### src/tmia_pkg.sv
// shared constants and state type for the two mode interrupt arbiter
package tmia_pkg;
  // register offsets, byte addresses on the plain register port
  localparam logic [7:0] OFS_MODE = 8'h00; // control_mode_select
  localparam logic [7:0] OFS_EN = 8'h04; // per-source enable bits
  localparam logic [7:0] OFS_PRIO0 = 8'h08; // priority_level_regs sources 0..7
  localparam logic [7:0] OFS_PRIO1 = 8'h0c; // priority_level_regs sources 8..15
  localparam logic [7:0] OFS_CCR = 8'h10; // condition_code_reg
  localparam logic [7:0] OFS_EXR = 8'h14; // extended_control_reg
  localparam logic [7:0] OFS_PEND = 8'h18; // pending requests, read only
  localparam logic [7:0] OFS_VEC = 8'h1c; // last accepted vector, read only
  // field positions
  localparam int MODE_BIT = 1; // mode value 2 has bit 1 set
  localparam int CCR_I_BIT = 7; // master mask flag
  localparam int EXR_T_BIT = 7; // trace flag
  localparam int PRIO_FLD_W = 4; // nibble per source in a priority word
  // reset values
  localparam logic [7:0] CCR_RST = 8'h80; // mask flag set out of reset
  localparam logic [7:0] EXR_RST = 8'h07; // mask level 7 out of reset
  // mode encodings
  localparam logic [1:0] MODE_0 = 2'h0;
  localparam logic [1:0] MODE_2 = 2'h2;
  // vectors
  localparam int VEC_RSV_LO = 104; // first reserved vector, no source
  localparam int VEC_W = 7; // vector number width
  localparam logic [2:0] NMI_LEVEL = 3'h7; // mask level after nmi in mode 2
  // priority determination length in cpu states
  localparam logic [1:0] PRIO_EXT_CYC = 2'h3;
  localparam logic [1:0] PRIO_INT_CYC = 2'h2;
  // acceptance sequence, gray coded from idle to jump along the mode 2 path
  typedef enum logic [3:0] {
    ST_IDLE = 4'h0,
    ST_PRIO = 4'h1,
    ST_WAIT = 4'h3,
    ST_PPC = 4'h2,
    ST_PCCR = 4'h6,
    ST_PEXR = 4'h7,
    ST_VREQ = 4'h5,
    ST_VWAIT = 4'h4,
    ST_JUMP = 4'hc
  } tmia_state_t;
endpackage

### src/tmia_core.sv
// interrupt acceptance core with fixed and level based control modes
//
// Operation
// - vectors 104-127 reserved; address is vector times four
// - two modes, 0 and 2, chosen by register
// - mode 0: fixed order, mask flag blocks maskables
// - mode 2: eight levels, three-bit mask level
// - request latched only when source enabled
// - mode 0 mask set: only nonmaskable accepted
// - mode 0: highest default-ranked request wins
// - exception starts after current instruction completes
// - mode 0: push program counter and ccr
// - mode 0: mask flag set after save
// - form vector address, fetch handler, jump
// - mode 2: highest level wins, ties fixed order
// - mode 2: level must exceed mask level
// - mode 2: push pc, ccr and exr
// - mode 2: clear trace, load accepted level
// - mode 2: nonmaskable loads mask level seven
// - priority determination three states external, two internal
module tmia_core #(
  parameter int N = 16, // maskable sources
  parameter int PC_W = 24, // program counter width
  parameter logic [N-1:0] EXT_MASK = '0, // sources that are external pins
  parameter int VEC_BASE = 64, // vector of source 0
  parameter int NMI_VEC = 7, // vector of the nonmaskable request
  parameter logic NMI_EXT = 1'b1 // nonmaskable request comes from a pin
) (
  // clock and reset
  input wire logic sys_clk_i,
  input wire logic srst_i,
  // register port
  input wire logic [7:0] reg_addr_i,
  input wire logic [31:0] reg_wdata_i,
  input wire logic reg_wr_i,
  input wire logic reg_rd_i,
  output logic [31:0] reg_rdata_o,
  // interrupt sources
  input wire logic [N-1:0] src_evt_i,
  input wire logic [N-1:0] src_clr_i,
  input wire logic nmi_evt_i,
  // cpu side
  input wire logic cpu_insn_done_i,
  input wire logic [PC_W-1:0] cpu_pc_i,
  output logic stk_we_o,
  output logic [31:0] stk_data_o,
  output logic vec_rd_o,
  output logic [15:0] vec_addr_o,
  input wire logic vec_ack_i,
  input wire logic [31:0] vec_data_i,
  output logic jump_o,
  output logic [31:0] jump_addr_o,
  output logic busy_o
);
  ////////////////////////////////////////////////////////////////////////
  // elaboration checks
  if (N < 1 || N > 16) begin : g_chk_n
    $error("source count must be 1 to 16");
  end
  if (VEC_BASE + N > tmia_pkg::VEC_RSV_LO || NMI_VEC >= VEC_BASE) begin : g_chk_v
    $error("vectors overlap the reserved range or each other");
  end
  if (PC_W > 32) begin : g_chk_pc
    $error("program counter wider than a stack word");
  end

  // vector number to table offset
  function automatic logic [15:0] vec_ofs(input logic [6:0] v);
    vec_ofs = {7'h0, v, 2'h0};
  endfunction

  ////////////////////////////////////////////////////////////////////////
  // state
  tmia_pkg::tmia_state_t st_r; // acceptance sequence
  logic mode2_r; // 1 selects mode 2
  logic [N-1:0] en_r; // source enables
  logic [2:0] prio_r [N]; // programmed levels
  logic [7:0] ccr_r; // condition_code_reg
  logic [7:0] exr_r; // extended_control_reg
  logic [N-1:0] pend_r; // held requests
  logic nmi_pend_r; // held nonmaskable request
  logic [1:0] cnt_r; // priority determination countdown
  logic acc_nmi_r; // accepted request was nonmaskable
  logic [3:0] acc_idx_r; // accepted source
  logic [2:0] acc_lvl_r; // accepted level
  logic [6:0] vec_num_r; // accepted vector
  logic [31:0] hnd_r; // fetched handler address
  logic [3*N-1:0] lvl_flat; // levels for the selector
  logic win_vld;
  logic [3:0] win_idx;
  logic [2:0] win_lvl;
  logic take_m; // maskable winner passes masking
  logic take; // start acceptance this cycle
  logic [N-1:0] acc_clr; // accepted source drops out

  ////////////////////////////////////////////////////////////////////////
  // arbitration
  always_comb begin
    for (int i = 0; i < N; i++) begin
      lvl_flat[3*i +: 3] = prio_r[i];
    end
  end

  // mode 0 ignores programmed levels
  tmia_prio_sel #(.N(N)) u_sel (
    .req_i(pend_r),
    .lvl_i(lvl_flat),
    .use_lvl_i(mode2_r),
    .win_vld_o(win_vld),
    .win_idx_o(win_idx),
    .win_lvl_o(win_lvl)
  );

  // masking by mode
  always_comb begin
    if (mode2_r) begin
      take_m = win_vld && (win_lvl > exr_r[2:0]);
    end else begin
      take_m = win_vld && !ccr_r[tmia_pkg::CCR_I_BIT];
    end
    take = (st_r == tmia_pkg::ST_IDLE) && (nmi_pend_r || take_m);
    acc_clr = '0;
    if (take && !nmi_pend_r) begin
      acc_clr[win_idx] = 1'b1;
    end
  end

  ////////////////////////////////////////////////////////////////////////
  // pending latches: new event wins over any clear
  always_ff @(posedge sys_clk_i) begin
    if (srst_i) begin
      pend_r <= '0;
      nmi_pend_r <= 1'b0;
    end else begin
      // held until accepted or cleared by the source
      pend_r <= (pend_r & ~src_clr_i & ~acc_clr) | (src_evt_i & en_r);
      nmi_pend_r <= nmi_evt_i || (nmi_pend_r && !take);
    end
  end

  ////////////////////////////////////////////////////////////////////////
  // latch the accepted request
  always_ff @(posedge sys_clk_i) begin
    if (srst_i) begin
      acc_nmi_r <= 1'b0;
      acc_idx_r <= 4'h0;
      acc_lvl_r <= 3'h0;
      vec_num_r <= 7'h0;
    end else if (take) begin
      acc_nmi_r <= nmi_pend_r;
      acc_idx_r <= win_idx;
      acc_lvl_r <= nmi_pend_r ? tmia_pkg::NMI_LEVEL : win_lvl;
      vec_num_r <= nmi_pend_r ? 7'(NMI_VEC) : 7'(VEC_BASE) + 7'(win_idx);
    end
  end

  ////////////////////////////////////////////////////////////////////////
  // acceptance sequence
  always_ff @(posedge sys_clk_i) begin
    if (srst_i) begin
      st_r <= tmia_pkg::ST_IDLE;
      cnt_r <= 2'h0;
    end else begin
      case (st_r)
        tmia_pkg::ST_IDLE: begin
          if (take) begin
            st_r <= tmia_pkg::ST_PRIO;
            // external sources need one more state
            if (nmi_pend_r ? NMI_EXT : EXT_MASK[win_idx]) begin
              cnt_r <= tmia_pkg::PRIO_EXT_CYC - 2'h1;
            end else begin
              cnt_r <= tmia_pkg::PRIO_INT_CYC - 2'h1;
            end
          end
        end
        tmia_pkg::ST_PRIO: begin
          cnt_r <= cnt_r - 2'h1;
          if (cnt_r == 2'h0) begin
            st_r <= tmia_pkg::ST_WAIT;
          end
        end
        tmia_pkg::ST_WAIT: begin
          // never abort the running instruction
          if (cpu_insn_done_i) begin
            st_r <= tmia_pkg::ST_PPC;
          end
        end
        tmia_pkg::ST_PPC: begin
          st_r <= tmia_pkg::ST_PCCR;
        end
        tmia_pkg::ST_PCCR: begin
          st_r <= mode2_r ? tmia_pkg::ST_PEXR : tmia_pkg::ST_VREQ;
        end
        tmia_pkg::ST_PEXR: begin
          st_r <= tmia_pkg::ST_VREQ;
        end
        tmia_pkg::ST_VREQ: begin
          st_r <= tmia_pkg::ST_VWAIT;
        end
        tmia_pkg::ST_VWAIT: begin
          if (vec_ack_i) begin
            st_r <= tmia_pkg::ST_JUMP;
          end
        end
        tmia_pkg::ST_JUMP: begin
          st_r <= tmia_pkg::ST_IDLE;
        end
        default: begin
          st_r <= tmia_pkg::ST_IDLE;
        end
      endcase
    end
  end

  ////////////////////////////////////////////////////////////////////////
  // handler address capture
  always_ff @(posedge sys_clk_i) begin
    if (srst_i) begin
      hnd_r <= 32'h0;
    end else if (st_r == tmia_pkg::ST_VWAIT && vec_ack_i) begin
      hnd_r <= vec_data_i;
    end
  end

  ////////////////////////////////////////////////////////////////////////
  // cpu side outputs
  always_comb begin
    stk_we_o = (st_r == tmia_pkg::ST_PPC) || (st_r == tmia_pkg::ST_PCCR) ||
               (st_r == tmia_pkg::ST_PEXR);
    vec_rd_o = (st_r == tmia_pkg::ST_VREQ);
    jump_o = (st_r == tmia_pkg::ST_JUMP);
    busy_o = (st_r != tmia_pkg::ST_IDLE);
  end

  // stack word and vector offset from flops
  always_ff @(posedge sys_clk_i) begin
    if (srst_i) begin
      stk_data_o <= 32'h0;
    end else if (st_r == tmia_pkg::ST_WAIT) begin
      stk_data_o <= 32'(cpu_pc_i);
    end else if (st_r == tmia_pkg::ST_PPC) begin
      stk_data_o <= {24'h0, ccr_r};
    end else if (st_r == tmia_pkg::ST_PCCR) begin
      stk_data_o <= {24'h0, exr_r};
    end
  end

  assign vec_addr_o = vec_ofs(vec_num_r);
  assign jump_addr_o = hnd_r;

  ////////////////////////////////////////////////////////////////////////
  // software registers: mode, enables, levels
  always_ff @(posedge sys_clk_i) begin
    if (srst_i) begin
      mode2_r <= 1'b0;
      en_r <= '0;
      for (int i = 0; i < N; i++) begin
        prio_r[i] <= 3'h0;
      end
    end else if (reg_wr_i) begin
      if (reg_addr_i == tmia_pkg::OFS_MODE) begin
        // only values 0 and 2 in bits 1:0 select a mode
        if (reg_wdata_i[1:0] == tmia_pkg::MODE_0 || reg_wdata_i[1:0] == tmia_pkg::MODE_2) begin
          mode2_r <= reg_wdata_i[tmia_pkg::MODE_BIT];
        end
      end
      if (reg_addr_i == tmia_pkg::OFS_EN) begin
        en_r <= reg_wdata_i[N-1:0];
      end
      for (int i = 0; i < N; i++) begin
        if (reg_addr_i == (i < 8 ? tmia_pkg::OFS_PRIO0 : tmia_pkg::OFS_PRIO1)) begin
          prio_r[i] <= reg_wdata_i[tmia_pkg::PRIO_FLD_W*(i%8) +: 3];
        end
      end
    end
  end

  ////////////////////////////////////////////////////////////////////////
  // ccr and exr: sequence updates win over software writes
  always_ff @(posedge sys_clk_i) begin
    if (srst_i) begin
      ccr_r <= tmia_pkg::CCR_RST;
      exr_r <= tmia_pkg::EXR_RST;
    end else if (st_r == tmia_pkg::ST_VREQ) begin
      // context already on the stack
      if (mode2_r) begin
        exr_r[tmia_pkg::EXR_T_BIT] <= 1'b0;
        exr_r[2:0] <= acc_lvl_r;
      end else begin
        ccr_r[tmia_pkg::CCR_I_BIT] <= 1'b1;
      end
    end else if (reg_wr_i && reg_addr_i == tmia_pkg::OFS_CCR) begin
      ccr_r <= reg_wdata_i[7:0];
    end else if (reg_wr_i && reg_addr_i == tmia_pkg::OFS_EXR) begin
      exr_r <= {reg_wdata_i[7], 4'h0, reg_wdata_i[2:0]};
    end
  end

  ////////////////////////////////////////////////////////////////////////
  // read data, one cycle after the strobe
  always_ff @(posedge sys_clk_i) begin
    if (srst_i) begin
      reg_rdata_o <= 32'h0;
    end else if (reg_rd_i) begin
      reg_rdata_o <= 32'h0;
      case (reg_addr_i)
        tmia_pkg::OFS_MODE: reg_rdata_o <= {30'h0, mode2_r, 1'b0};
        tmia_pkg::OFS_EN: reg_rdata_o <= 32'(en_r);
        tmia_pkg::OFS_CCR: reg_rdata_o <= {24'h0, ccr_r};
        tmia_pkg::OFS_EXR: reg_rdata_o <= {24'h0, exr_r};
        tmia_pkg::OFS_PEND: reg_rdata_o <= {nmi_pend_r, 15'h0, 16'(pend_r)};
        tmia_pkg::OFS_VEC: reg_rdata_o <= {25'h0, vec_num_r};
        default: begin
          for (int i = 0; i < N; i++) begin
            if (reg_addr_i == (i < 8 ? tmia_pkg::OFS_PRIO0 : tmia_pkg::OFS_PRIO1)) begin
              reg_rdata_o[tmia_pkg::PRIO_FLD_W*(i%8) +: 3] <= prio_r[i];
            end
          end
        end
      endcase
    end
  end

  ////////////////////////////////////////////////////////////////////////
  // assertions
  logic [N-1:0] below_win; // sources ranked above the winner
  assign below_win = (N'(1) << win_idx) - N'(1);
endmodule

### src/tmia_prio_sel.sv
// picks the winning request by programmed level, ties to the lowest index
module tmia_prio_sel #(
  parameter int N = 16
) (
  // requests and levels
  input wire logic [N-1:0] req_i,
  input wire logic [3*N-1:0] lvl_i,
  input wire logic use_lvl_i,
  // winner
  output logic win_vld_o,
  output logic [3:0] win_idx_o,
  output logic [2:0] win_lvl_o
);
  // a four-bit winner index serves at most sixteen requests
  if (N < 1 || N > 16) begin : g_chk_n
    $error("request count must be 1 to 16");
  end

  ////////////////////////////////////////////////////////////////////////
  // scan from high index down so the lowest index wins equal levels
  always_comb begin
    logic [2:0] l;
    l = 3'h0;
    win_vld_o = 1'b0;
    win_idx_o = 4'h0;
    win_lvl_o = 3'h0;
    for (int i = N - 1; i >= 0; i--) begin
      // fixed order ignores programmed levels
      l = use_lvl_i ? lvl_i[3*i +: 3] : 3'h0;
      if (req_i[i] && (!win_vld_o || l >= win_lvl_o)) begin
        win_vld_o = 1'b1;
        win_idx_o = 4'(i);
        win_lvl_o = l;
      end
    end
  end
endmodule
### config.mk
export PLATFORM = sky130hd
export DESIGN_NAME = tmia_core
export DESIGN_NICKNAME = d
export VERILOG_FILES = /design/src/tmia_pkg.sv /design/src/tmia_core.sv /design/src/tmia_prio_sel.sv
export SDC_FILE = /design/constraint.sdc
export NUM_CORES = 1
export LEC_CHECK = 0
export BUFFER_PORTS_ARGS = -buffer_cell sky130_fd_sc_hd__buf_2
export CAP_MARGIN = 15
export CORE_MARGIN = 4
export CORE_UTILIZATION = 50
export CTS_CLUSTER_SIZE = 8
export DETAILED_ROUTE_END_ITERATION = 10
export GPL_ROUTABILITY_DRIVEN = 0
export PLACE_DENSITY_LB_ADDON = 0.05
export SLEW_MARGIN = 20
export SYNTH_ARGS = -nofsm -noshare
export SYNTH_HDL_FRONTEND = slang
export SYNTH_SLANG_ARGS = --single-unit
export TNS_END_PERCENT = 100
### constraint.sdc
create_clock -name sys_clk_i -period 24.5 [get_ports sys_clk_i]
set_clock_uncertainty 0.1 [all_clocks]
set_input_delay 2.45 -clock sys_clk_i [delete_from_list [all_inputs] [get_ports sys_clk_i]]
set_output_delay 2.45 -clock sys_clk_i [all_outputs]
set_load 0.01 [all_outputs]
* Word-level counts from Yosys, hierarchy flattened
Memory sizes are Yosys's and may differ from the RTL's.
Cells that the tools add are included.
** Operators by class
- Bitwise gates (word level) :: 23
- Order comparisons :: 18
- Mux-type cells :: 148
- Reduce and logical (&&, ||, !) cells :: 81
- Equality and inequality tests :: 23
- Add/subtract/negate cells :: 2
** Operators by type and width (count)
- 2-to-1 mux 3 bit :: 71
- 2-to-1 mux 4 bit :: 20
- 2-to-1 mux 24 bit :: 3
- AND 16 bit :: 3
- >= comparator 3 bit :: 15
- 2-to-1 mux 1 bit :: 35
- == test 8 x 5 -> 1 bit (second input constant) :: 4
- NOT 16 bit :: 2
- one-hot mux 4 bit (8 select lines) :: 1
- logical AND 1 bit :: 24
- 2-to-1 mux 8 bit :: 3
- logical OR 1 bit :: 20
- logical NOT 1 bit :: 18
- one-hot mux 3 bit (3 select lines) :: 2
- one-hot mux 3 bit (6 select lines) :: 1
- == test 4 x 3 -> 1 bit (second input constant) :: 4
- == test 8 x 4 -> 1 bit (second input constant) :: 2
- 2-to-1 mux 16 bit :: 1
- OR 1 bit :: 16
- OR 16 bit :: 1
- one-hot mux 3 bit (5 select lines) :: 1
- inequality test 2 bit (second input constant) :: 6
- == test 4 x 2 -> 1 bit (second input constant) :: 2
- == test 8 x 3 -> 1 bit (second input constant) :: 1
- 28 further kinds :: 39
** Storage, ports and cells
- Memory bits (writable) :: 48
- Bits of input ports :: 135
- Register bits :: 147
- Bits in read-only memories :: 16
- Memories kept :: 2
** Memory list
- prio_r :: depth 16, width 3, rd ports 16, clocked after Yosys merged registers in 0, write ports 16, line tmia_core.sv:77 : logic [2:0] prio_r [N];
- (no name shown) :: depth 16, width 1, rd ports 1, clocked after Yosys merged registers in 0, write ports 0, line tmia_core.sv:169 : if (nmi_pend_r ? NMI_EXT : EXT_MASK[win_idx]) begin

* Logic depth before layout (Yosys ltp)
Gate-level depths: netlist (run 1).
An unclocked memory read counts as a cell.
- Word-level depth :: 73
- Depth in mapped cells :: 118

* Cells and area by module
A second synthesis (run 1) with hierarchy kept.
** Second synthesis, totals
- Cells, all modules :: 1270
- Area total of the unflattened synthesis :: 10911.7 sq um
** By module, submodules not included
- tmia_core :: instances 1, cells an instance 906, area an instance 8475.6 sq um, seq. area each 4344.2 sq um
- tmia_prio_sel :: instances 1, cells an instance 364, area an instance 2436.1 sq um, seq. area each 0.0 sq um

* Least setup slack after synthesis (run 1)
No wires, ideal clock.
- Path type :: register -> register
- Start :: register mode2_r
- End :: register pend_r[5]
- Stages on the path, launching flop included :: 110
- Setup slack :: 2.834 ns
- Arrival :: 21.433 ns
- Data required time :: 24.268 ns
- Path through :: dfxtp_1 clkbuf_1 clkbuf_1 buf_2 clkbuf_1 clkbuf_1 nand2_1 ha_1 nor2b_1 o2111ai_2 a21boi_0 o21bai_1 ha_1 nand2b_4 a2111oi_4 or2_1 buf_6 o21ai_0 [... 74 more ...] ha_1 nand2b_1 a21o_1 a21o_1 a21o_1 nand2_1 nand2b_1 o22ai_1 a21oi_1 ha_1 nor2b_1 o21a_1 o211ai_1 a211oi_1 nand3_1 or4_1 o21ai_0 a21oi_1
** On the way
- Cells in the longest elaborated chain, start to end :: 72
- Elaborated cells between the ends (all ways) :: 137
** RTL lines
- start, declared :: line tmia_core.sv:75 : logic mode2_r;
- start signal, assigned :: line tmia_core.sv:264 : mode2_r <= reg_wdata_i[tmia_pkg::MODE_BIT];
- branches (longest 68 deep; another with >= comparator 3 bit)
- 2-to-1 mux 16 bit (*) :: line tmia_core.sv:123 : if (take && !nmi_pend_r) begin
- NOT 16 bit (*) :: line tmia_core.sv:136 : pend_r <= (pend_r & ~src_clr_i & ~acc_clr) | (src_evt_i & en_r);
- AND 16 bit (*) :: line tmia_core.sv:136
- OR 16 bit (*) :: line tmia_core.sv:136
- end signal, assigned :: line tmia_core.sv:136
- end, declared :: line tmia_core.sv:80 : logic [N-1:0] pend_r;
Every way passes the cells marked *.
A chain may end at the register's enable or synchronous reset.

* Worst setup path in the final report (run 1)
- Start :: register pend_r[15]
- End :: register pend_r[6]
** On the way
- Cells in the longest elaborated chain, start to end :: 71
- Elaborated cells between the ends (all ways) :: 124
** RTL lines (line)
- branches (longest 67 deep; another with >= comparator 3 bit)
- 2-to-1 mux 16 bit (*) :: tmia_core.sv:123
- NOT 16 bit (*) :: tmia_core.sv:136
- AND 16 bit (*) :: tmia_core.sv:136
- OR 16 bit (*) :: tmia_core.sv:136
Marked as above.

==> metrics.cfg, run 1 <==
[status]
status=completed

[flow_run]
maxCapViolations=0

[min_path]
min_from=jump_addr_o[18]
hp-class=reg2reg
hold_end=jump_addr_o[18]
min_path_cells=2

[pwr]
powerDensity_nw_per_um2=57.1
peakVddDrop_v=0.0000399
leakage_nw=5.33
p_seq_share_pct=47.8
combPwrFrac_pct=10.6
intPower_w=0.000514
swShare_pct=29.7
clock_power_share_pct=41.5
p_sw_w=0.000217

[layout]
postLayoutCellArea_sq_um=12800
regArea_sq_um=4350
fin_nets=1645
mostFrequentLayoutCell=buf_2
drive_gt1_share_pct=24.2
syn2layout_area_growth_pct=18.1
multi_input_area_sq_um=6010
mostFrequentLayoutCells=223 x buf_2, 185 x nand2_1, 143 x dfxtp_1
diodes=0
nFillCells=2000

[global_route]
grt_use_total_pct=28.8
grt_max_degree=97
overflow=0
grt_pass1_vias=9624
antenna_found_initial=2
grt_pass1_wl_mm=54.7

[die]
die_x_microns=155
start_util_pct=51.3
die_y_microns=155
io_pins=251
fp.dieArea_sq_um=24100
rows=53
core-area_sq_um=21200

[route]
post-route-drc-count=0
wire_per_inst_microns=20.3
drt_iter0_markers=1086
vias=10000
vias_per_cell=5.73
wl_mm=35.5
ant_nets=0
dr.pass1.iters=6

[setup_path]
path_buf_inv=5
r2r_end=pend_r[6]
crit_required_ns=24.70
startpoint_type=flop
crit_type=reg2reg
crit_arrival_ns=23.08
reg2reg_setup_slack_ns=1.62
reg2regPathDepth=103
rr_startpoint=pend_r[15]
critPathSlowestCell=or4_1
crit_family=compound AO/OA/AOI/OAI gates
cpPeakStageDelay_ns=0.68
critPathMostFrequentCell=ha_1
endpoint_kind=flop
crit_fanout=13

[synthesis]
synthCells=1264
synth.largest_area_cell=dfxtp_1
synth.cell_area_sq_um=10800
ys_ff_latch=193
ys_seq_area_share_pct=40.1
synth_cell_types=82
synthArstFlopShare_pct=0
yosys.area.top_type_share_pct=26.8
syn_avg_cell_area_sq_um=8.58
synth-edff-count=48
synth_area_leaders=dfxtp_1 27%, edfxtp_1 13%, nand2_1 6.4%
yosys_warnings=0
synth_flop_cell=dfxtp_1

[place]
place_area_sq_um=12100
io_buffers=224
preCtsSetupSlack_ns=1.44
hpwl_mm=26.3

[clock_tree]
cts_root_buf=clkbuf_16
cts.sinks=193
clockBufferDepth=2
clk_latency_ns=0.45
clk_pin_slew_ns=0.09
cts_tree=built
cts-htree-levels=4
post_cts_buffers=0
cts_buffers=17

[sta]
finalSetupViolations=0
worst_pin_slew_ns=1.02
fin_ws_ns=1.62
fin_crit_ns=22.88
slew_viol_final=0
max_freq_ghz=0.0437
max_slew_margin_pct=31.6
whs_ns=0.356
hold_violations=0
timing.final.crit_share_pct=93.4

==> through the flow <==
stage	total power, W	utilization, %	cells	TNS [ns]
2_1_floorplan	0.000402	-	1285	0
3_3_place_gp	0.000432	57.4	1717	0
4_1_cts	0.000733	60.4	1749	0
5_1_grt	0.000756	60.5	1749	-0.00338
6_report	0.000731	60.5	1749	0
3_5_place_dp	0.000434	57.4	1717	0
==> worst max path at each step <==
| stage | from | to | slack (ns) | cells past startpoint |
|---|---|---|---|---|
| CTS | pend_r[15] | pend_r[6] | 1.17 | 103 |
| global placement | pend_r[15] | pend_r[5] | 1.53 | 101 |
| finish | pend_r[15] | pend_r[6] | 1.62 | 103 |
| detailed placement | pend_r[15] | pend_r[6] | 1.44 | 103 |
| floorplan | mode2_r | pend_r[5] | 2.83 | 109 |
| global route | pend_r[15] | pend_r[4] | -0.003 | 103 |
==> per-layer routing <==
metal	wire length [microns]	track usage (%)	share of wire, %	up-vias
met5	21	0	0.059	-
met4	696	7.50	2.0	4
met3	3380	6.59	9.5	49
met2	15700	44.1	44	449
met1	15600	41.2	44	4680
li1	-	-	-	4837
==> power by group through the flow <==
| stage | Clock [W] | Combinational [W] | Sequential [W] |
|---|---|---|---|
| finish | 0.000303 | 0.0000778 | 0.000350 |
| floorplan | 0 | 0.0000463 | 0.000355 |
| detailed placement | 0 | 0.0000772 | 0.000357 |
| global route | 0.000319 | 0.0000856 | 0.000351 |
| global placement | 0 | 0.0000763 | 0.000356 |
| CTS | 0.000306 | 0.0000776 | 0.000349 |
==> flip-flops by register name (all words and copies together) (netlist names) <==
register,flops
ccr_r,8
vec_num_r,5
acc_lvl_r,3
en_r,16
reg_rdata_o,29
jump_addr_o,32
stk_data_o,24
cnt_r,2
pend_r,16
exr_r,4
mode2_r,1
st_r,4
nmi_pend_r,1
prio_r,48
==> area by class of cell <==
type / count / area share, %
sequential: 193 / 33.9
multi-input combinational: 963 / 46.9
tap: 275 / 2.69
clock buffer: 17 / 3.32
inverter: 35 / 1.03
clock inverter: 15 / 1.71
timing repair buffer: 251 / 10.4
==> cells in the mapped netlist, types with 4 or more instances <==
master    instances
a32oi_1           4
o21ai_1           7
o21a_1            7
mux2i_1          24
a222oi_1         10
and3_1            8
a21o_1           13
a22oi_1          19
nor2_1          109
a211o_1           4
a21oi_2           4
buf_4            24
a21oi_1         118
a211oi_2          4
inv_1            35
dfxtp_1         145
nor2b_1          50
mux2_2           29
nand2b_1         30
a311oi_1          4
and2_1           50
mux4_2            4
o22ai_1           7
nand2_1         185
nor3_1           15
a211oi_1         18
o31ai_1           7
o21ai_0          43
ha_1             49
edfxtp_1         48
clkbuf_1         63
nand3_1          37
o211ai_1          7
or2_2             6
==> worst reg2reg max path: cells and delay by family, from the launching register on <==
| kind | cells | cell delay (ns) |
|---|---|---|
| muxes | 2 | 0.55 |
| DFF | 1 | 0.51 |
| buffers and inverters | 5 | 0.94 |
| adders and majority gates | 16 | 4.38 |
| and+or+nand+nor | 26 | 4.36 |
| AOI/OAI and AO/OA | 54 | 11.86 |
==> cell families after synthesis <==
family / share of synthesized area, %
other: 0.0346
DFF: 40.1
AOI/OAI and AO/OA: 19.8
and+or+nand+nor: 23.0
adders and majority gates: 5.65
buffers and inverters: 5.47
muxes: 6.06
==> what timing repair did <==
action / in CTS / in global routing
setup endpoints to repair: 0 / 27
hold buffers: 0 / 0
gates resized for setup: 0 / 6
Power figures use the tool's default switching activity.
==> run 2: changes to the inputs <==
--- a/config.mk
+++ b/config.mk
@@ -8,12 +8,12 @@
 export BUFFER_PORTS_ARGS = -buffer_cell sky130_fd_sc_hd__buf_2
 export CAP_MARGIN = 15
 export CORE_MARGIN = 4
-export CORE_UTILIZATION = 50
+export CORE_UTILIZATION = 51
 export CTS_CLUSTER_SIZE = 8
 export DETAILED_ROUTE_END_ITERATION = 10
 export GPL_ROUTABILITY_DRIVEN = 0
 export PLACE_DENSITY_LB_ADDON = 0.05
-export SLEW_MARGIN = 20
+export REMOVE_ABC_BUFFERS = 1
 export SYNTH_ARGS = -nofsm -noshare
 export SYNTH_HDL_FRONTEND = slang
 export SYNTH_SLANG_ARGS = --single-unit
==> run 2 against run 1 <==
Core utilization grew 0.50 points. Clock-buffer cell count did not move. First-iteration DRC count shrank 21%.
==> metrics.cfg, run 2 (synthesis results as in run 1) <==
[layout]
postLayoutCellArea_sq_um=12800  ; -0.12%
fin_util_pct=61.1  ; +0.50 points
largest-register=prio_r
mostFrequentLayoutCell=buf_2
fin_nets=1647  ; +0.12%
syn2layout_area_growth_pct=18.0
drive_gt1_share_pct=24.2  ; -0.033 points
nFillCells=1959  ; -2.1%
mostFrequentLayoutCells=223 x buf_2, 185 x nand2_1, 143 x dfxtp_1
diodes=0  ; unchanged
largest_reg_flops=48  ; unchanged

[clock_tree]
cts_tree=built
clk_pin_slew_ns=0.09  ; about the same
cts.sinks=193  ; unchanged
clockBufferDepth=2  ; unchanged
clk_latency_ns=0.45  ; about the same
hold_buffers=0  ; unchanged
cts_root_buf=clkbuf_16
cts-htree-levels=4  ; unchanged
post_cts_buffers=0  ; unchanged
cts_buffers=17  ; unchanged

[global_route]
grt_max_degree=87  ; -10%
grt_use_total_pct=26.8  ; -2.0 points
overflow=0  ; unchanged
antenna_found_initial=1  ; -1
grt_pass1_vias=9457  ; -1.7%
grt_pass1_wl_mm=50.9  ; -6.9%

[pwr]
powerDensity_nw_per_um2=56.0  ; -1.9%
leakage_nw=5.34  ; about the same
peakVddDrop_v=0.0000521  ; +31%
total_power_w=0.000716  ; -2.0%

[sta]
timing.final.crit_share_pct=92.6  ; -0.84 points
max_freq_ghz=0.0441  ; +0.91%
worst_pin_slew_ns=0.945  ; -0.0773 ns
slew_viol_final=0  ; unchanged
fin_crit_ns=22.68  ; -0.205 ns
max_slew_margin_pct=36.8  ; +5.3 points
whs_ns=0.353  ; -0.00270 ns
hold_violations=0  ; unchanged
setup_tns_ns=0  ; unchanged
finalSetupViolations=0  ; unchanged
rsz0062_at_grt=no

[die]
rows=53  ; unchanged
start_util_pct=51.7  ; +0.49 points
die_x_microns=154  ; -0.93%
core-area_sq_um=21000  ; -0.94%
die_y_microns=154  ; -0.93%
fp.dieArea_sq_um=23700  ; -1.9%
io_pins=251  ; unchanged

[setup_path]
crit_arrival_ns=22.88  ; -0.20 ns
crit_fanout=25  ; +12
cpPeakStageDelay_ns=0.67  ; about the same
endpoint_kind=flop
critPathSlowestCell=or4_1
startpoint_type=flop
reg2regPathDepth=104  ; +0.97%
crit_required_ns=24.70  ; about the same
crit_type=reg2reg
critPathMostFrequentCell=ha_1

[place]
place_area_sq_um=12100  ; about the same
hpwl_mm=24.3  ; -7.6%
io_buffers=224  ; unchanged

[min_path]
hp-class=reg2reg
min_path_cells=2  ; unchanged

[route]
wl_mm=32.8  ; -7.5%
ant_nets=0  ; unchanged
dr.pass1.iters=6  ; unchanged
post-route-drc-count=0  ; unchanged
vias=10100  ; +0.61%
wire_per_inst_microns=18.7  ; -7.6%
drt_iter0_markers=855  ; -21%
vias_per_cell=5.76  ; +0.49%

[flow_run]
maxCapViolations=0  ; unchanged

[status]
status=completed

## run 2: worst max-delay path, delay by kind of cell, from the launching register on
kind | cells | cell delay, ns
buffers and inverters | 3 | 0.45
muxes | 2 | 0.66
AOI/OAI and AO/OA | 59 | 12.67
adders and majority gates | 16 | 4.37
DFF | 1 | 0.53
and+or+nand+nor | 24 | 3.76
## run 2: layer usage
metal | share of wire, % | track usage [%]
met3 | 9.9 | 6.67
met1 | 43 | 36.7
met4 | 2.0 | 7.95
met5 | 0.021 | 0
met2 | 45 | 42.3
## run 2: worst paths after layout
check,from,to,slack (ns)
setup / recovery,mode2_r,pend_r[7],1.82
hold / removal,jump_addr_o[21],jump_addr_o[21],0.35
setup reg to reg,mode2_r,pend_r[7],1.82
hold reg to reg,jump_addr_o[21],jump_addr_o[21],0.35
## run 2: area by class of cell
| cell class | count | area [sq um] | share of cell area, % |
|---|---|---|---|
| clock inverters | 15 | 178 | 1.39 |
| well taps | 275 | 344 | 2.69 |
| clock buffers | 17 | 425 | 3.33 |
| inverters | 35 | 131 | 1.03 |
| flip-flops and latches | 193 | 4350 | 34.0 |
| repair buffers | 253 | 1360 | 10.6 |
| multi-input cells | 963 | 6000 | 46.9 |
## run 2: stage by stage
step | std cells | worst slack, ns
floorplan | 1191 | 2.50
detailed placement | 1718 | 1.40
CTS | 1750 | 1.24
global placement | 1718 | 1.56
finish | 1751 | 1.82
global route | 1751 | 0.0919
## run 2: power by group
part | internal, W | leakage (nW) | switching [W]
clock network | 0.000140 | 0.297 | 0.000149
logic | 0.0000311 | 3.41 | 0.0000461
registers | 0.000339 | 1.63 | 0.00000971
total | 0.000511 | 5.34 | 0.000205
## run 2: timing repair
item / in CTS / in global routing
hold endpoints to repair: 0 / 0
setup endpoints to repair: 0 / 27
gates resized for setup: 0 / 8
